--- src/hw/watchdog_guarded_pkg.sv ---
// Summary of operation
// counter enable changes only when guard bit 7 is 0
// counter writes accepted only while counter enable set
// control enable changes only when guard bit 5 is 0
// run and flag writable only with control enable
// run bit changes only when guard bit 3 is 0
// counter increments while run set, else holds
// run set by reset or guarded write of one
// run cleared by guarded write of zero
// reset flag changes only when guard bit 1 is 0
// overflow sets reset flag and raises internal reset
// flag cleared by pin reset or guarded zero write
// software writes zero guard alongside enable bits
// each zero-guarded bit updates in one cycle
package watchdog_guarded_pkg;
  // ****************************************
  // register map
  // ****************************************
  localparam logic [23:0] ADDR_CONTROL_STATUS = 24'hFFF03B;
  localparam logic [23:0] ADDR_COUNTER = 24'hFFF03C;
  localparam int BIT_COUNTER_GUARD = 7;
  localparam int BIT_COUNTER_WE = 6;
  localparam int BIT_CONTROL_GUARD = 5;
  localparam int BIT_CONTROL_WE = 4;
  localparam int BIT_RUN_GUARD = 3;
  localparam int BIT_RUN = 2;
  localparam int BIT_FLAG_GUARD = 1;
  localparam int BIT_FLAG = 0;
  localparam logic RST_COUNTER_WE = 1'b0;
  localparam logic RST_CONTROL_WE = 1'b0;
  localparam logic RST_RUN = 1'b1;
  localparam logic RST_FLAG = 1'b0;
  localparam logic [7:0] RST_COUNTER = 8'h00;
  localparam logic [7:0] DATA_ZERO = 8'h00;
endpackage

--- src/hw/watchdog_guarded_control.sv ---
// Our own choice: strobed register access.
module watchdog_guarded_control
  import watchdog_guarded_pkg::*;
#(
  parameter int COUNTER_WIDTH = 8
)(
  input wire logic i_clk_sys,
  input wire logic i_rst,
  input wire logic i_external_reset_pin,
  input wire logic [23:0] i_addr,
  input wire logic [7:0] i_wdata,
  input wire logic i_wr,
  input wire logic i_rd,
  output logic [7:0] o_rdata,
  output logic o_internal_reset,
  output logic o_watchdog_run
);

  // ****************************************
  // local constants
  // ****************************************
  // counter constants sized to the configured counter width
  localparam logic [COUNTER_WIDTH-1:0] COUNT_RESET = COUNTER_WIDTH'(RST_COUNTER);
  localparam logic [COUNTER_WIDTH-1:0] COUNT_ONE = COUNTER_WIDTH'(1);

  // ****************************************
  // address and guard decode
  // ****************************************
  // true when the bus address names the given register
  function automatic logic addr_hit(
    input logic [23:0] addr,
    input logic [23:0] target
  );
  begin
    addr_hit = (addr == target);
  end
  endfunction

  // true when a write lets the bit below the given guard change
  function automatic logic guard_open(
    input logic [7:0] data,
    input int guard_pos
  );
  begin
    guard_open = !data[guard_pos];
  end
  endfunction

  // ****************************************
  // data shaping
  // ****************************************
  // status byte as software sees it; guard positions always read one
  function automatic logic [7:0] status_word(
    input logic counter_we,
    input logic control_we,
    input logic run,
    input logic flag
  );
  begin
    status_word = DATA_ZERO;
    status_word[BIT_COUNTER_GUARD] = 1'b1;
    status_word[BIT_COUNTER_WE] = counter_we;
    status_word[BIT_CONTROL_GUARD] = 1'b1;
    status_word[BIT_CONTROL_WE] = control_we;
    status_word[BIT_RUN_GUARD] = 1'b1;
    status_word[BIT_RUN] = run;
    status_word[BIT_FLAG_GUARD] = 1'b1;
    status_word[BIT_FLAG] = flag;
  end
  endfunction

  // counter byte as software sees it
  function automatic logic [7:0] counter_word(
    input logic [COUNTER_WIDTH-1:0] value
  );
  begin
    counter_word = 8'(value);
  end
  endfunction

  // next count; the wrap itself is handled by the internal reset
  function automatic logic [COUNTER_WIDTH-1:0] counter_step(
    input logic [COUNTER_WIDTH-1:0] value
  );
  begin
    counter_step = value + COUNT_ONE;
  end
  endfunction

  // true on the last count before the counter wraps
  function automatic logic counter_at_top(
    input logic [COUNTER_WIDTH-1:0] value
  );
  begin
    counter_at_top = &value;
  end
  endfunction

  // ****************************************
  // state
  // ****************************************
  logic counter_write_enable_r;
  logic control_write_enable_r;
  logic watchdog_run_r;
  logic watchdog_reset_flag_r;
  logic [COUNTER_WIDTH-1:0] watchdog_counter_r;
  logic internal_reset_r;

  // ****************************************
  // bus decode
  // ****************************************
  logic wr_csr;
  logic wr_cnt;
  logic rd_csr;
  logic rd_cnt;

  // unmapped addresses select nothing: writes are dropped, reads give zero
  always_comb
  begin
    wr_csr = 1'b0;
    wr_cnt = 1'b0;
    rd_csr = 1'b0;
    rd_cnt = 1'b0;
    if (addr_hit(i_addr, ADDR_CONTROL_STATUS))
    begin
      wr_csr = i_wr;
      rd_csr = i_rd;
    end
    else if (addr_hit(i_addr, ADDR_COUNTER))
    begin
      wr_cnt = i_wr;
      rd_cnt = i_rd;
    end
  end

  // ****************************************
  // write qualifiers
  // ****************************************
  logic take_counter_we;
  logic take_control_we;
  logic take_run;
  logic take_flag;

  // a field moves only when its own guard is written as zero
  always_comb
  begin
    take_counter_we = 1'b0;
    take_control_we = 1'b0;
    take_run = 1'b0;
    take_flag = 1'b0;
    if (wr_csr)
    begin
      take_counter_we = guard_open(i_wdata, BIT_COUNTER_GUARD); // see
      take_control_we = guard_open(i_wdata, BIT_CONTROL_GUARD); // see
      if (control_write_enable_r)
      begin
        take_run = guard_open(i_wdata, BIT_RUN_GUARD);
        take_flag = guard_open(i_wdata, BIT_FLAG_GUARD);
      end
    end
  end

  // ****************************************
  // restart sources
  // ****************************************
  logic soft_restart;
  logic overflow;

  // pin reset and watchdog reset both return the enables, run bit and counter to their reset state
  assign soft_restart = i_external_reset_pin || internal_reset_r;
  assign overflow = watchdog_run_r && counter_at_top(watchdog_counter_r);

  // ****************************************
  // counter write enable
  // ****************************************
  always_ff @(posedge i_clk_sys or posedge i_rst)
  begin
    if (i_rst)
    begin
      counter_write_enable_r <= RST_COUNTER_WE;
    end
    else if (soft_restart)
    begin
      counter_write_enable_r <= RST_COUNTER_WE;
    end
    else if (take_counter_we)
    begin
      counter_write_enable_r <= i_wdata[BIT_COUNTER_WE];
    end
    else
    begin
      counter_write_enable_r <= counter_write_enable_r;
    end
  end

  // ****************************************
  // control write enable
  // ****************************************
  always_ff @(posedge i_clk_sys or posedge i_rst)
  begin
    if (i_rst)
    begin
      control_write_enable_r <= RST_CONTROL_WE;
    end
    else if (soft_restart)
    begin
      control_write_enable_r <= RST_CONTROL_WE;
    end
    else if (take_control_we)
    begin
      control_write_enable_r <= i_wdata[BIT_CONTROL_WE];
    end
    else
    begin
      control_write_enable_r <= control_write_enable_r;
    end
  end

  // ****************************************
  // run bit
  // ****************************************
  // run bit set on any reset
  always_ff @(posedge i_clk_sys or posedge i_rst)
  begin
    if (i_rst)
    begin
      watchdog_run_r <= RST_RUN;
    end
    else if (soft_restart)
    begin
      watchdog_run_r <= RST_RUN;
    end
    else if (take_run) // see
    begin
      watchdog_run_r <= i_wdata[BIT_RUN]; // see
    end
    else
    begin
      watchdog_run_r <= watchdog_run_r;
    end
  end

  // ****************************************
  // reset-cause flag
  // ****************************************
  // flag survives internal reset; overflow wins over a clearing write
  always_ff @(posedge i_clk_sys or posedge i_rst)
  begin
    if (i_rst)
    begin
      watchdog_reset_flag_r <= RST_FLAG;
    end
    else if (i_external_reset_pin)
    begin
      watchdog_reset_flag_r <= RST_FLAG;
    end
    else if (overflow)
    begin
      watchdog_reset_flag_r <= 1'b1;
    end
    else if (take_flag) // see
    begin
      watchdog_reset_flag_r <= i_wdata[BIT_FLAG];
    end
    else
    begin
      watchdog_reset_flag_r <= watchdog_reset_flag_r;
    end
  end

  // ****************************************
  // watchdog counter
  // ****************************************
  // a software load wins over counting in the same cycle
  always_ff @(posedge i_clk_sys or posedge i_rst)
  begin
    if (i_rst)
    begin
      watchdog_counter_r <= COUNT_RESET;
    end
    else if (soft_restart)
    begin
      watchdog_counter_r <= COUNT_RESET;
    end
    else if (wr_cnt && counter_write_enable_r)
    begin
      watchdog_counter_r <= COUNTER_WIDTH'(i_wdata);
    end
    else if (watchdog_run_r)
    begin
      watchdog_counter_r <= counter_step(watchdog_counter_r);
    end
    else
    begin
      watchdog_counter_r <= watchdog_counter_r;
    end
  end

  // ****************************************
  // internal reset
  // ****************************************
  // the pin takes priority, so no pulse follows an overflow it overrides
  always_ff @(posedge i_clk_sys or posedge i_rst)
  begin
    if (i_rst)
    begin
      internal_reset_r <= 1'b0;
    end
    else if (i_external_reset_pin)
    begin
      internal_reset_r <= 1'b0;
    end
    else
    begin
      internal_reset_r <= overflow;
    end
  end

  // ****************************************
  // read port
  // ****************************************
  always_ff @(posedge i_clk_sys or posedge i_rst)
  begin
    if (i_rst)
    begin
      o_rdata <= DATA_ZERO;
    end
    else if (rd_csr)
    begin
      o_rdata <= status_word(counter_write_enable_r, control_write_enable_r,
        watchdog_run_r, watchdog_reset_flag_r);
    end
    else if (rd_cnt)
    begin
      o_rdata <= counter_word(watchdog_counter_r);
    end
    else
    begin
      o_rdata <= DATA_ZERO;
    end
  end

  // ****************************************
  // outputs
  // ****************************************
  assign o_internal_reset = internal_reset_r;
  assign o_watchdog_run = watchdog_run_r;

endmodule

--- config.mk ---
export PLATFORM = sky130hd
export DESIGN_NAME = watchdog_guarded_control
export DESIGN_NICKNAME = d
export VERILOG_FILES = /design/src/hw/watchdog_guarded_pkg.sv /design/src/hw/watchdog_guarded_control.sv
export SDC_FILE = /design/constraint.sdc
export NUM_CORES = 1
export LEC_CHECK = 0
export ABC_AREA = 0
export BUFFER_PORTS_ARGS = -buffer_cell sky130_fd_sc_hd__buf_4
export CORE_AREA = 5 5 55 57
export CTS_BUF_LIST = sky130_fd_sc_hd__clkbuf_16
export DETAILED_ROUTE_END_ITERATION = 10
export DIE_AREA = 0 0 60 62
export GPL_TIMING_DRIVEN = 0
export PLACE_DENSITY = 0.8
export REMOVE_ABC_BUFFERS = 1
export SYNTH_ARGS = -nofsm -noshare
export SYNTH_HDL_FRONTEND = slang
export SYNTH_SLANG_ARGS = --single-unit
--- constraint.sdc ---
create_clock -name i_clk_sys -period 3.8 [get_ports i_clk_sys]
set_input_delay 0.57 -clock i_clk_sys [delete_from_list [all_inputs] [get_ports i_clk_sys]]
set_output_delay 0.57 -clock i_clk_sys [all_outputs]
set_load 0.02 [all_outputs]
After elaboration in Yosys (flattened, before gate mapping)
Index checks and enable logic that the tools add are counted.
- bits in registers: 21
- output and inout port bits: 10
- logic and storage cells: 50
- add/sub/neg operators: 1
- equal/unequal tests: 2
- multiplexer cells: 27
- reductions and logical operators: 13
- operator list (kind ; count):
    24-bit == test, second input constant ; 2
    8-bit two-way mux ; 5
    1-bit two-way mux ; 22
    8-bit by 1-bit adder with 8-bit output, second input constant ; 1
    8-bit AND reduction ; 1
    2-bit nonzero test ; 3
    3-bit nonzero test ; 2
    1-bit zero test ; 4
    1-bit logical AND ; 2
    1-bit logical OR ; 1

Logic depth before layout (Yosys ltp)
Gate-level depths: netlist of run 1.
- depth in word-level cells: 6
- mapped depth: 6

Least setup slack after synthesis of run 1
Ideal clock, no wire load.
- kind: input port to flip-flop
- start point: in i_addr[1]
- end point: reg watchdog_counter_r[1]
- setup time: 0.094 ns
- data arrival time: 1.731 ns
- slack: 1.975 ns
- stages on the path: 5
- path buffers: 1
- path through: nor3b_4 -> nand3_4 -> or3_1 -> buf_6 -> a211oi_1
- cells in the longest elaborated chain, start to end: 6
- elaborated cells on any way between the ends: 8
- those cells by class: eq/ne: 2; mux: 4; reduce/logical: 2
- RTL lines (element ; RTL line ; RTL):
    start, declared ; watchdog_guarded_control.sv:10 ; input wire logic [23:0] i_addr,
    24-bit == test ; watchdog_guarded_control.sv:35 ; addr_hit = (addr == target);
    1-bit two-way mux ; watchdog_guarded_control.sv:129 ; else if (addr_hit(i_addr, ADDR_COUNTER))
    1-bit two-way mux (*) ; watchdog_guarded_control.sv:124 ; if (addr_hit(i_addr, ADDR_CONTROL_STATUS))
    1-bit logical AND (*) ; watchdog_guarded_control.sv:285 ; else if (wr_cnt && counter_write_enable_r)
    8-bit two-way mux ; watchdog_guarded_control.sv:285 ;
    8-bit two-way mux ; watchdog_guarded_control.sv:281 ; else if (soft_restart)
    end signal, assigned ; watchdog_guarded_control.sv:287 ; watchdog_counter_r <= COUNTER_WIDTH'(i_wdata);
    end signal, assigned ; watchdog_guarded_control.sv:291 ; watchdog_counter_r <= counter_step(watchdog_counter_r);
    end signal, assigned ; watchdog_guarded_control.sv:295 ; watchdog_counter_r <= watchdog_counter_r;
    end, declared ; watchdog_guarded_control.sv:106 ; logic [COUNTER_WIDTH-1:0] watchdog_counter_r;
Mark *: on every way between the ends. The rest lies on a longest branch, timed or not.
A chain may end at the register's enable or synchronous reset.

Final worst setup path of run 1
Same ends and word-level chain as after synthesis.

==> flow_metrics.tcl, run 1 <==
set metrics [dict create \
    dpl_cell_area_sq_um 1540 \
    p_leak_nw 0.719 \
    max_freq_mhz 503 \
    die_x_um 60 \
    cts_tree "done" \
    path_max_fanout 9 \
    grt_pass1_wl_um 5310 \
    portBuffers 46 \
    drc 0 \
    synth.distinct_cells 32 \
    arrival_ps 2150 \
    cts_resized 0 \
    drtIter0Drc 55 \
    synth_warnings 0 \
    crit_type "primary input to flop" \
    place_hpwl_um 2480 \
    cp-start-kind "primary input" \
    overflow 0 \
    fin_nets 201 \
    p_sw_mw 0.107 \
    cts-hold-fix-buffers 0 \
    vias 1205 \
    numClockSinks 21 \
    final.fill_count 192 \
    fin_crit_sh_pct 52.4 \
    via_per_inst 6.28 \
    grt_max_degree 22 \
    p_sw_share_pct 21.1 \
    multi_input_comb_area_sq_um 614 \
    crit_path_end_kind "flop" \
    wl_um 3300 \
    drt_pass1_iterations 4 \
    layout_common_cells "buf_4 (46), dfrtp_1 (20), nor2_1 (10), and4_1 (9), a211oi_1 (9)" \
    setup_viol 0 \
    die_h_um 62 \
    synth_edf_count 0 \
    numCtsBuffers 3 \
    vdd_drop_max_mv 0.232 \
    drv_slew 0 \
    outcome "completed" \
    cp.required_ps 3960 \
    gp_congestion 0.867 \
    n_antenna_cell 0 \
    hold_viol_final 0 \
    relSlewSlack_pct 46.9 \
    cts.htree.levels 1 \
    skew_ps 1.75 \
    areaGrowthSynthToFinish_pct 34.9 \
    rsz0062_at_grt "no" \
    intPower_mw 0.399 \
    drive_gt1_share_pct 33.3 \
    clock_power_share_pct 43.4 \
    coreArea_sq_um 2430 \
    syn_area_sq_um 1200 \
    final_common_cell "buf_4" \
    final_area_sq_um 1610 \
    ios 47 \
    tightest_slew_ps 795 \
    layoutNonFillerInstCount 192 \
    pwr-share-comb_pct 11.2 \
    synthFlopType "dfrtp_1" \
    hold_slack_ps 469 \
    setup-tns-final_ps 0 \
    synth_seq_cells 21 \
    netlist_instances 118 \
    post_cts_buffers 0 \
    syn_area_per_cell_sq_um 10.1 \
    r2r_slack_ps 2240 \
    synth-seq-area-share_pct 44.0 \
    max-cap-violations 0 \
    drt-wirelength-per-cell_um 17.2 \
    clk_path_buf_depth 2 \
    min_path_type "primary input to async pin" \
    floorplan.initialDensity_pct 49.2 \
    period_minus_slack_ps 1990 \
    async_reset_ff_share_pct 100 \
    die_area_sq_um 3720 \
    antenna_found_initial 0 \
    pwr-share-seq_pct 45.4 \
    insertion_delay_ps 250 \
    grt_pass1_vias 1141 \
    dp.cells 188 \
    powerDensity_nw_per_um2 313 \
    grt_usage_pct 19.5 \
    ant_nets 0 \
    clk_pin_slew_ps 60 \
    finish.utilization_pct 66.4 \
    row_count 18 \
    cts_root_buffer "clkbuf_16" \
    seq_area_sq_um 527 \
]
[kinds of logic after synthesis]
logic type               count (synthesis)  share of synthesized area [%]
AO/OA/AOI/OAI                           24                           13.5
flip-flops                              21                           44.0
adder cells (fa/ha/maj)                  1                           1.05
buffers and inverters                    9                           4.60
XOR/XNOR                                 7                           5.13
multiplexers                             1                          0.837
AND/OR/NAND/NOR                         55                           30.9
[cell type report]
type	instances	area share (%)
inverters	3	0.698
well taps	30	2.33
clock inverters	1	0.233
repair buffers	46	21.4
clock buffers	3	4.65
flip-flops and latches	21	32.6
multi-input cells	88	38.1
[cell usage after synthesis (2+ instances only)]
| cell | n | area share, % |
|---|---|---|
| a211oi_1 | 9 | 5.6 |
| a21oi_1 | 6 | 2.5 |
| a22oi_1 | 4 | 2.5 |
| a31oi_1 | 3 | 1.6 |
| and3_1 | 2 | 1.0 |
| and4_1 | 9 | 6.6 |
| buf_6 | 2 | 1.9 |
| clkbuf_1 | 2 | 0.63 |
| dfrtp_1 | 20 | 42 |
| inv_1 | 3 | 0.94 |
| nand2_1 | 3 | 0.94 |
| nand3_1 | 5 | 2.1 |
| nand4_1 | 4 | 2.1 |
| nand4b_1 | 2 | 1.5 |
| nor2_1 | 10 | 3.1 |
| nor2b_1 | 2 | 1.0 |
| nor4_1 | 8 | 4.2 |
| nor4b_1 | 2 | 1.5 |
| o31ai_1 | 2 | 1.3 |
| or3_1 | 3 | 1.6 |
| xnor2_1 | 3 | 2.2 |
| xor2_1 | 4 | 2.9 |
[critical path, cell delays in order]
cell and delay [ps]:
buf_4 120, nor3b_4 500, nand3_4 190, or3_1 490
a211oi_1 280
[per-layer routing]
metal | vias to the layer above | GRT usage, % | part of all wire (%)
met1 | 577 | 24.9 | 40
met2 | 73 | 32.1 | 48
met3 | 5 | 2.48 | 10
li1 | 550 | - | -
met5 | - | 0 | 0
met4 | 0 | 10.4 | 2.0
[sequential cells by signal, indices dropped and copies added (netlist names)]
register / cells
o_watchdog_run: 1
o_rdata: 8
o_internal_reset: 1
counter_write_enable_r: 1
control_write_enable_r: 1
watchdog_counter_r: 8
watchdog_reset_flag_r: 1
[power by group through the flow]
stage	registers, mW	logic [mW]	clock network, mW
after global placement	0.233	0.0541	0
final	0.229	0.0566	0.219
after floorplan	0.232	0.0191	0
after global routing	0.230	0.0627	0.228
after detailed placement	0.233	0.0564	0
after CTS	0.229	0.0567	0.222
[final timing paths]
kind / from / to / cells after the start
max: i_addr[1] / watchdog_counter_r[1] / 5
min: i_rst / o_rdata[5] / 2
max reg2reg: watchdog_counter_r[0] / watchdog_counter_r[6] / 5
min reg2reg: watchdog_reset_flag_r / o_rdata[0] / 2
max in group asynchronous: i_rst / o_rdata[1] / 2
min in group i_clk_sys: i_external_reset_pin / watchdog_reset_flag_r / 2
[per-stage QoR]
stage	power [mW]	setup WS [ps]
final	0.505	1810
after global routing	0.520	1670
after CTS	0.508	1830
after detailed placement	0.290	1570
after global placement	0.287	1610
after floorplan	0.252	1980
Note: power is estimated with default switching activity, not from simulation.
==> run 2: changes to the inputs <==
--- a/config.mk
+++ b/config.mk
@@ -5,14 +5,14 @@
 export SDC_FILE = /design/constraint.sdc
 export NUM_CORES = 1
 export LEC_CHECK = 0
-export ABC_AREA = 0
+export ABC_AREA = 1
 export BUFFER_PORTS_ARGS = -buffer_cell sky130_fd_sc_hd__buf_4
-export CORE_AREA = 5 5 55 57
+export CORE_AREA = 5 5 59 61
 export CTS_BUF_LIST = sky130_fd_sc_hd__clkbuf_16
 export DETAILED_ROUTE_END_ITERATION = 10
-export DIE_AREA = 0 0 60 62
+export DIE_AREA = 0 0 64 66
 export GPL_TIMING_DRIVEN = 0
-export PLACE_DENSITY = 0.8
+export PLACE_DENSITY = 0.76
 export REMOVE_ABC_BUFFERS = 1
 export SYNTH_ARGS = -nofsm -noshare
 export SYNTH_HDL_FRONTEND = slang
==> constraint.sdc (replaced) <==
create_clock -name i_clk_sys -period 2.05 [get_ports i_clk_sys]
set_input_delay 0.3075 -clock i_clk_sys [delete_from_list [all_inputs] [get_ports i_clk_sys]]
set_output_delay 0.3075 -clock i_clk_sys [all_outputs]
set_load 0.02 [all_outputs]
==> run 2 against run 1 <==
Compared with the run above: synthesized cell count up 68%; register-to-register slack got worse by 1700 ps; critical path depth is 7 higher; final cell count rose by 45%; combinational power up 94%; routed wire length down 4.2%; clock-buffer cell count unchanged; first-iteration DRC count down 45%; sequential cell count unchanged; cell area up 12%; largest cell class unchanged.
==> flow_metrics.tcl, run 2 <==
set metrics [dict create \
    outcome "completed" \
    drc 0 \
    clk_path_buf_depth 2 \
    setup_viol 0 \
    synth.distinct_cells 23 \
    p_sw_share_pct 21.4 \
    p_leak_nw 1.06 \
    areaGrowthSynthToFinish_pct 33.0 \
    drt_pass1_iterations 4 \
    wl_um 3160 \
    overflow 0 \
    synth.largest_area_cell "dfrtp_1" \
    ant_nets 0 \
    min_path_type "primary input to async pin" \
    crit_path_frequent_cell "nand2_1" \
    numCtsBuffers 3 \
    synth_seq_cells 21 \
    largest_registers "o_rdata x8, watchdog_counter_r x8" \
    die_x_um 64 \
    rsz0062_at_grt "no" \
    cts-hold-fix-buffers 0 \
    async_reset_ff_share_pct 100 \
    cp.required_ps 2200 \
    power_mw 0.946 \
    clock_power_share_pct 43.0 \
    synthTopCellsByCount "nand2_1 (73), inv_1 (38), dfrtp_1 (20)" \
    die_area_sq_um 4220 \
    syn_area_per_cell_sq_um 6.88 \
    grt_pass1_wl_um 5460 \
    crit_type "flop to flop" \
    max-cap-violations 0 \
    grt_max_degree 22 \
    fin_crit_sh_pct 73.5 \
    pwr-share-seq_pct 45.3 \
    synth_edf_count 0 \
    drv_slew 0 \
    row_count 20 \
    drt-wirelength-per-cell_um 11.4 \
    place_hpwl_um 2570 \
    cp-start-kind "flop" \
    crit_path_end_kind "flop" \
    cts.htree.levels 1 \
    met1_usage_pct 21.7 \
    die_h_um 66 \
    insertion_delay_ps 250 \
    powerDensity_nw_per_um2 522 \
    layout_common_cells "nand2_1 (73), buf_4 (46), inv_1 (38), dfrtp_1 (20), nand4_1 (15)" \
    relSlewSlack_pct 47.2 \
    via_per_inst 4.77 \
    synth_area_leaders "dfrtp_1 (37%), nand2_1 (20%), inv_1 (10%), nand4_1 (6.9%), nor2_1 (3.9%)" \
    final_common_cell "nand2_1" \
    max_freq_mhz 664 \
    yosysMostFrequentCell "nand2_1" \
    syn_area_sq_um 1360 \
    period_minus_slack_ps 1510 \
    synth-seq-area-share_pct 38.7 \
    critical-path-slowest-cell "dfrtp_1" \
    portBuffers 46 \
    arrival_ps 1650 \
    synth_warnings 0 \
    vdd_drop_max_mv 0.733 \
    p_sw_mw 0.202 \
    cts_root_buffer "clkbuf_16" \
    max_stage_delay_ps 400 \
    grt.met3_usage_pct 3.74 \
    cp_cell_sequence "ha_1, nand2_1, nor2_1, nand3_1, nand2_1, nand2_1, inv_1, nand2_1, nand2_1, inv_1, nand2_1, nand2_1" \
    hold_viol_final 0 \
    antenna_found_initial 0 \
    netlist_instances 198 \
    grt_usage_pct 16.2 \
    floorplan.initialDensity_pct 46.5 \
    post_cts_buffers 0 \
    synth_top_area_share_pct 36.8 \
    cts_tree "done" \
    grt_busiest_layer "met2" \
    coreArea_sq_um 2930 \
    vias 1327 \
    skew_ps 4.66 \
    drive_gt1_share_pct 24.1 \
    gr-usage-met2_pct 26.3 \
    cts_resized 0 \
    fin_nets 284 \
    ios 47 \
    numClockSinks 21 \
    drtIter0Drc 30 \
    path_max_fanout 4 \
    setup-tns-final_ps 0 \
    synthFlopType "dfrtp_1" \
    gp_congestion 0.800 \
    clk_pin_slew_ps 60 \
    n_antenna_cell 0 \
    tightest_slew_ps 792 \
    intPower_mw 0.743 \
    grt_pass1_vias 1207 \
    pwr-share-comb_pct 11.6 \
]
run 2: layout make-up:
class,instances,area [sq um]
multi-input combinational,135,671
timing repair buffer,46,345
inverter,39,146
tap,33,41.3
sequential,21,527
clock buffer,3,75.1
fill,290,1120
clock inverter,1,5.00
run 2: kinds of logic after synthesis:
| logic type | after synthesis | synth area share, % |
|---|---|---|
| compound gates | 11 | 5.24 |
| buf+inv | 42 | 12.0 |
| flops | 21 | 38.7 |
| fa+ha+maj | 1 | 0.919 |
| simple gates | 119 | 40.5 |
| xor+xnor | 4 | 2.57 |
run 2: final timing paths:
check                                 startpoint                    end  slack (ps)  depth (start not counted)
min in group i_clk_sys      i_external_reset_pin       o_internal_reset         230                          2
hold / removal                             i_rst  watchdog_counter_r[4]         210                          2
hold reg to reg                   o_watchdog_run         o_watchdog_run         490                          2
setup / recovery           watchdog_counter_r[0]  watchdog_counter_r[6]         540                         12
max in group asynchronous                  i_rst  watchdog_counter_r[1]        1350                          2
setup reg to reg           watchdog_counter_r[0]  watchdog_counter_r[6]         540                         12
run 2: stage by stage:
step / worst slack, ps / utilization, % / std cells / hold WS, ps / area (sq um)
after floorplan: 703 / - / 195 / 283 / 1340
after global placement: 398 / 59.1 / 274 / 486 / 1730
after detailed placement: 369 / 59.1 / 274 / 485 / 1730
after CTS: 544 / 61.8 / 278 / 227 / 1810
after global routing: 340 / 61.8 / 278 / 240 / 1810
final: 543 / 61.8 / 278 / 209 / 1810
run 2: power groups by stage:
stage / sequential, mW / clock (mW) / combinational [mW]
final: 0.429 / 0.407 / 0.110
after global routing: 0.430 / 0.429 / 0.125
after CTS: 0.429 / 0.416 / 0.111
after detailed placement: 0.436 / 0 / 0.110
after global placement: 0.436 / 0 / 0.109
after floorplan: 0.434 / 0 / 0.0453
run 2: worst max-delay path, delay by kind of cell (launching register included):
kind / cells / cell delay (ps)
buffers and inverters: 2 / 80
and+or+nand+nor: 9 / 700
DFF: 1 / 400
adders and majority gates: 1 / 210
run 2: per-layer routing:
metal  routed length [um]  vias to the layer above
li1                     -                      706
met1                 1370                      578
met2                 1550                       37
met3                  207                        6
met4                   30                        0
met5                    0                        -
==> run 3: changes to the inputs <==
--- a/config.mk
+++ b/config.mk
@@ -7,12 +7,12 @@
 export LEC_CHECK = 0
 export ABC_AREA = 1
 export BUFFER_PORTS_ARGS = -buffer_cell sky130_fd_sc_hd__buf_4
-export CORE_AREA = 5 5 59 61
+export CORE_AREA = 5 5 62 64
 export CTS_BUF_LIST = sky130_fd_sc_hd__clkbuf_16
 export DETAILED_ROUTE_END_ITERATION = 10
-export DIE_AREA = 0 0 64 66
+export DIE_AREA = 0 0 67 69
 export GPL_TIMING_DRIVEN = 0
-export PLACE_DENSITY = 0.76
+export PLACE_DENSITY = 0.72
 export REMOVE_ABC_BUFFERS = 1
 export SYNTH_ARGS = -nofsm -noshare
 export SYNTH_HDL_FRONTEND = slang
==> constraint.sdc (replaced) <==
create_clock -name i_clk_sys -period 1.25 [get_ports i_clk_sys]
set_input_delay 0.1875 -clock i_clk_sys [delete_from_list [all_inputs] [get_ports i_clk_sys]]
set_output_delay 0.1875 -clock i_clk_sys [all_outputs]
set_load 0.02 [all_outputs]
==> run 3 against run 2 <==
Compared with the run above: fmax is 11% higher; critical path depth is 3 lower; the run now ends with negative setup slack left; core utilization is 1.7 points higher; clock skew hardly changed; clock-buffer cell count stayed put; highest routed layer unchanged; final cell count is 11% higher; hold slack worse by 130 ps; sequential share of layout area is 3.3 points lower; global-route usage is 0.48 points higher.
==> flow_metrics.tcl, run 3 (same netlist as run 2, synthesis figures left out) <==
set metrics [dict create \
    cp-start-kind "flop" \
    place_hpwl_um 2670 \
    vias 1451 \
    met1_usage_pct 23.0 \
    powerDensity_nw_per_um2 778 \
    power_mw 1.60 \
    clk_pin_slew_ps 60 \
    setup_viol 6 \
    layoutNonFillerInstCount 309 \
    seq_area_sq_um 531 \
    insertion_delay_ps 250 \
    cts.htree.levels 1 \
    floorplan.initialDensity_pct 42.1 \
    die_h_um 69 \
    arrival_ps 1550 \
    tightest_slew_ps 782 \
    outcome "finished, violations left" \
    grt_max_degree 22 \
    numCtsBuffers 3 \
    overflow 0 \
    drv_slew 0 \
    period_minus_slack_ps 1360 \
    reg2reg_depth 9 \
    max_freq_mhz 738 \
    fin_crit_sh_pct 108 \
    p_sw_mw 0.360 \
    wl_um 3810 \
    grt_busiest_layer "met2" \
    numClockSinks 21 \
    rsz0062_at_grt "yes" \
    final.fill_count 302 \
    pwr-share-comb_pct 13.4 \
    drc 0 \
    grt_pass1_wl_um 6070 \
    grt_pass1_vias 1318 \
    multi_input_comb_area_sq_um 732 \
    drt_pass1_iterations 4 \
    violations "negative setup slack" \
    grt.met3_usage_pct 3.73 \
    hold_slack_ps 81.1 \
    portBuffers 46 \
    ant_nets 0 \
    grt_usage_pct 16.7 \
    endpoint "watchdog_counter_r[4]" \
    coreArea_sq_um 3230 \
    layout_common_cells "nand2_1 (69), buf_4 (58), inv_1 (32), dfrtp_1 (17), nand4_1 (15)" \
    crit_path_start "watchdog_counter_r[0]" \
    cts_tree "done" \
    die_area_sq_um 4620 \
    relSlewSlack_pct 47.8 \
    skew_ps 4.38 \
    gp_congestion 0.881 \
    clk_path_buf_depth 2 \
    via_per_inst 4.70 \
    vdd_drop_max_mv 0.710 \
    areaGrowthSynthToFinish_pct 50.9 \
    gr-usage-met2_pct 25.5 \
    antenna_found_initial 0 \
    intPower_mw 1.24 \
    n_antenna_cell 0 \
    cts-hold-fix-buffers 0 \
    r2r-end "watchdog_counter_r[4]" \
    p_sw_share_pct 22.5 \
    largest_registers "o_rdata x8, watchdog_counter_r x8" \
    ios 47 \
    r2r_slack_ps -110 \
    drtIter0Drc 64 \
    p_leak_nw 1.15 \
    drive_gt1_share_pct 37.6 \
    fin_ws_ps -106 \
    final_common_cell "nand2_1" \
    die_x_um 67 \
    cp.required_ps 1440 \
    setup-tns-final_ps -365 \
    min_path_type "primary input to async pin" \
    crit_type "flop to flop" \
    clock_power_share_pct 42.6 \
    row_count 21 \
    drt-wirelength-per-cell_um 12.3 \
    fin_nets 302 \
    dp.cells 287 \
    cts_root_buffer "clkbuf_16" \
    path_max_fanout 4 \
    crit_path_end_kind "flop" \
    r2r-start "watchdog_counter_r[0]" \
    hold_viol_final 0 \
    max-cap-violations 0 \
    pwr-share-seq_pct 44.0 \
]
[run 3: cell types whose count changed in the layout (fill, tap and decap cells not counted), moves of 3 or more]
cell	delta
dfrtp_2	+3
dfrtp_1	-3
inv_1	-6
nor2_1	-3
nor2_4	+3
buf_4	+12
nand2_2	+4
inv_2	+5
nand2_1	-4
buf_6	+6
[run 3: layout make-up]
| type | count | area share (%) |
|---|---|---|
| clock buffers | 3 | 3.65 |
| clock inverters | 1 | 0.244 |
| inverters | 39 | 7.37 |
| multi-input cells | 135 | 35.6 |
| flip-flops and latches | 21 | 25.8 |
| well taps | 46 | 2.80 |
| repair buffers | 64 | 24.5 |
[run 3: power by group through the flow]
stage               sequential, mW  clock (mW)  combinational, mW
floorplan                    0.712           0             0.0743
global placement             0.715           0              0.179
detailed placement           0.715           0              0.181
CTS                          0.701       0.693              0.202
global route                 0.704       0.732              0.242
finish                       0.703       0.681              0.215
[run 3: metal layers]
| layer | routed length (um) | up-vias |
|---|---|---|
| met5 | 0 | - |
| li1 | - | 745 |
| met3 | 192 | 6 |
| met2 | 1910 | 42 |
| met1 | 1650 | 658 |
| met4 | 53 | 0 |
[run 3: worst min path at each step]
stage	start	end	depth (start not counted)
3_5_place_dp	i_external_reset_pin	o_internal_reset	2
2_1_floorplan	i_rst	control_write_enable_r	1
4_1_cts	i_rst	watchdog_counter_r[0]	2
5_1_grt	i_external_reset_pin	o_internal_reset	2
6_report	i_rst	watchdog_counter_r[0]	2
3_3_place_gp	i_external_reset_pin	o_internal_reset	2
[run 3: through the flow]
stage               area [sq um]  util [%]  setup slack (ps)
floorplan                   1340         -             -85.1
global placement            1750      54.0              -296
detailed placement          1750      54.0              -313
CTS                         1920      59.3             -98.5
global route                2050      63.6              -206
finish                      2050      63.6              -106
[run 3: timing repair]
action                                  CTS  global route
pin swaps                                 7            21
gates resized for setup                  14            21
hold endpoints to repair                  0             0
setup buffers                             7            11
endpoints found under the setup margin   10            20
gates cloned                              0             0
[run 3: worst max-delay path, cell delays in order, from the launching register on]
cell and delay (ps):
dfrtp_1 380, ha_2 200, nand2_2 70, nor2_4 140, buf_4 140, xor2_1 140, nand2_1 70, nand2_1 50
nand2_1 50, nand2_1 60
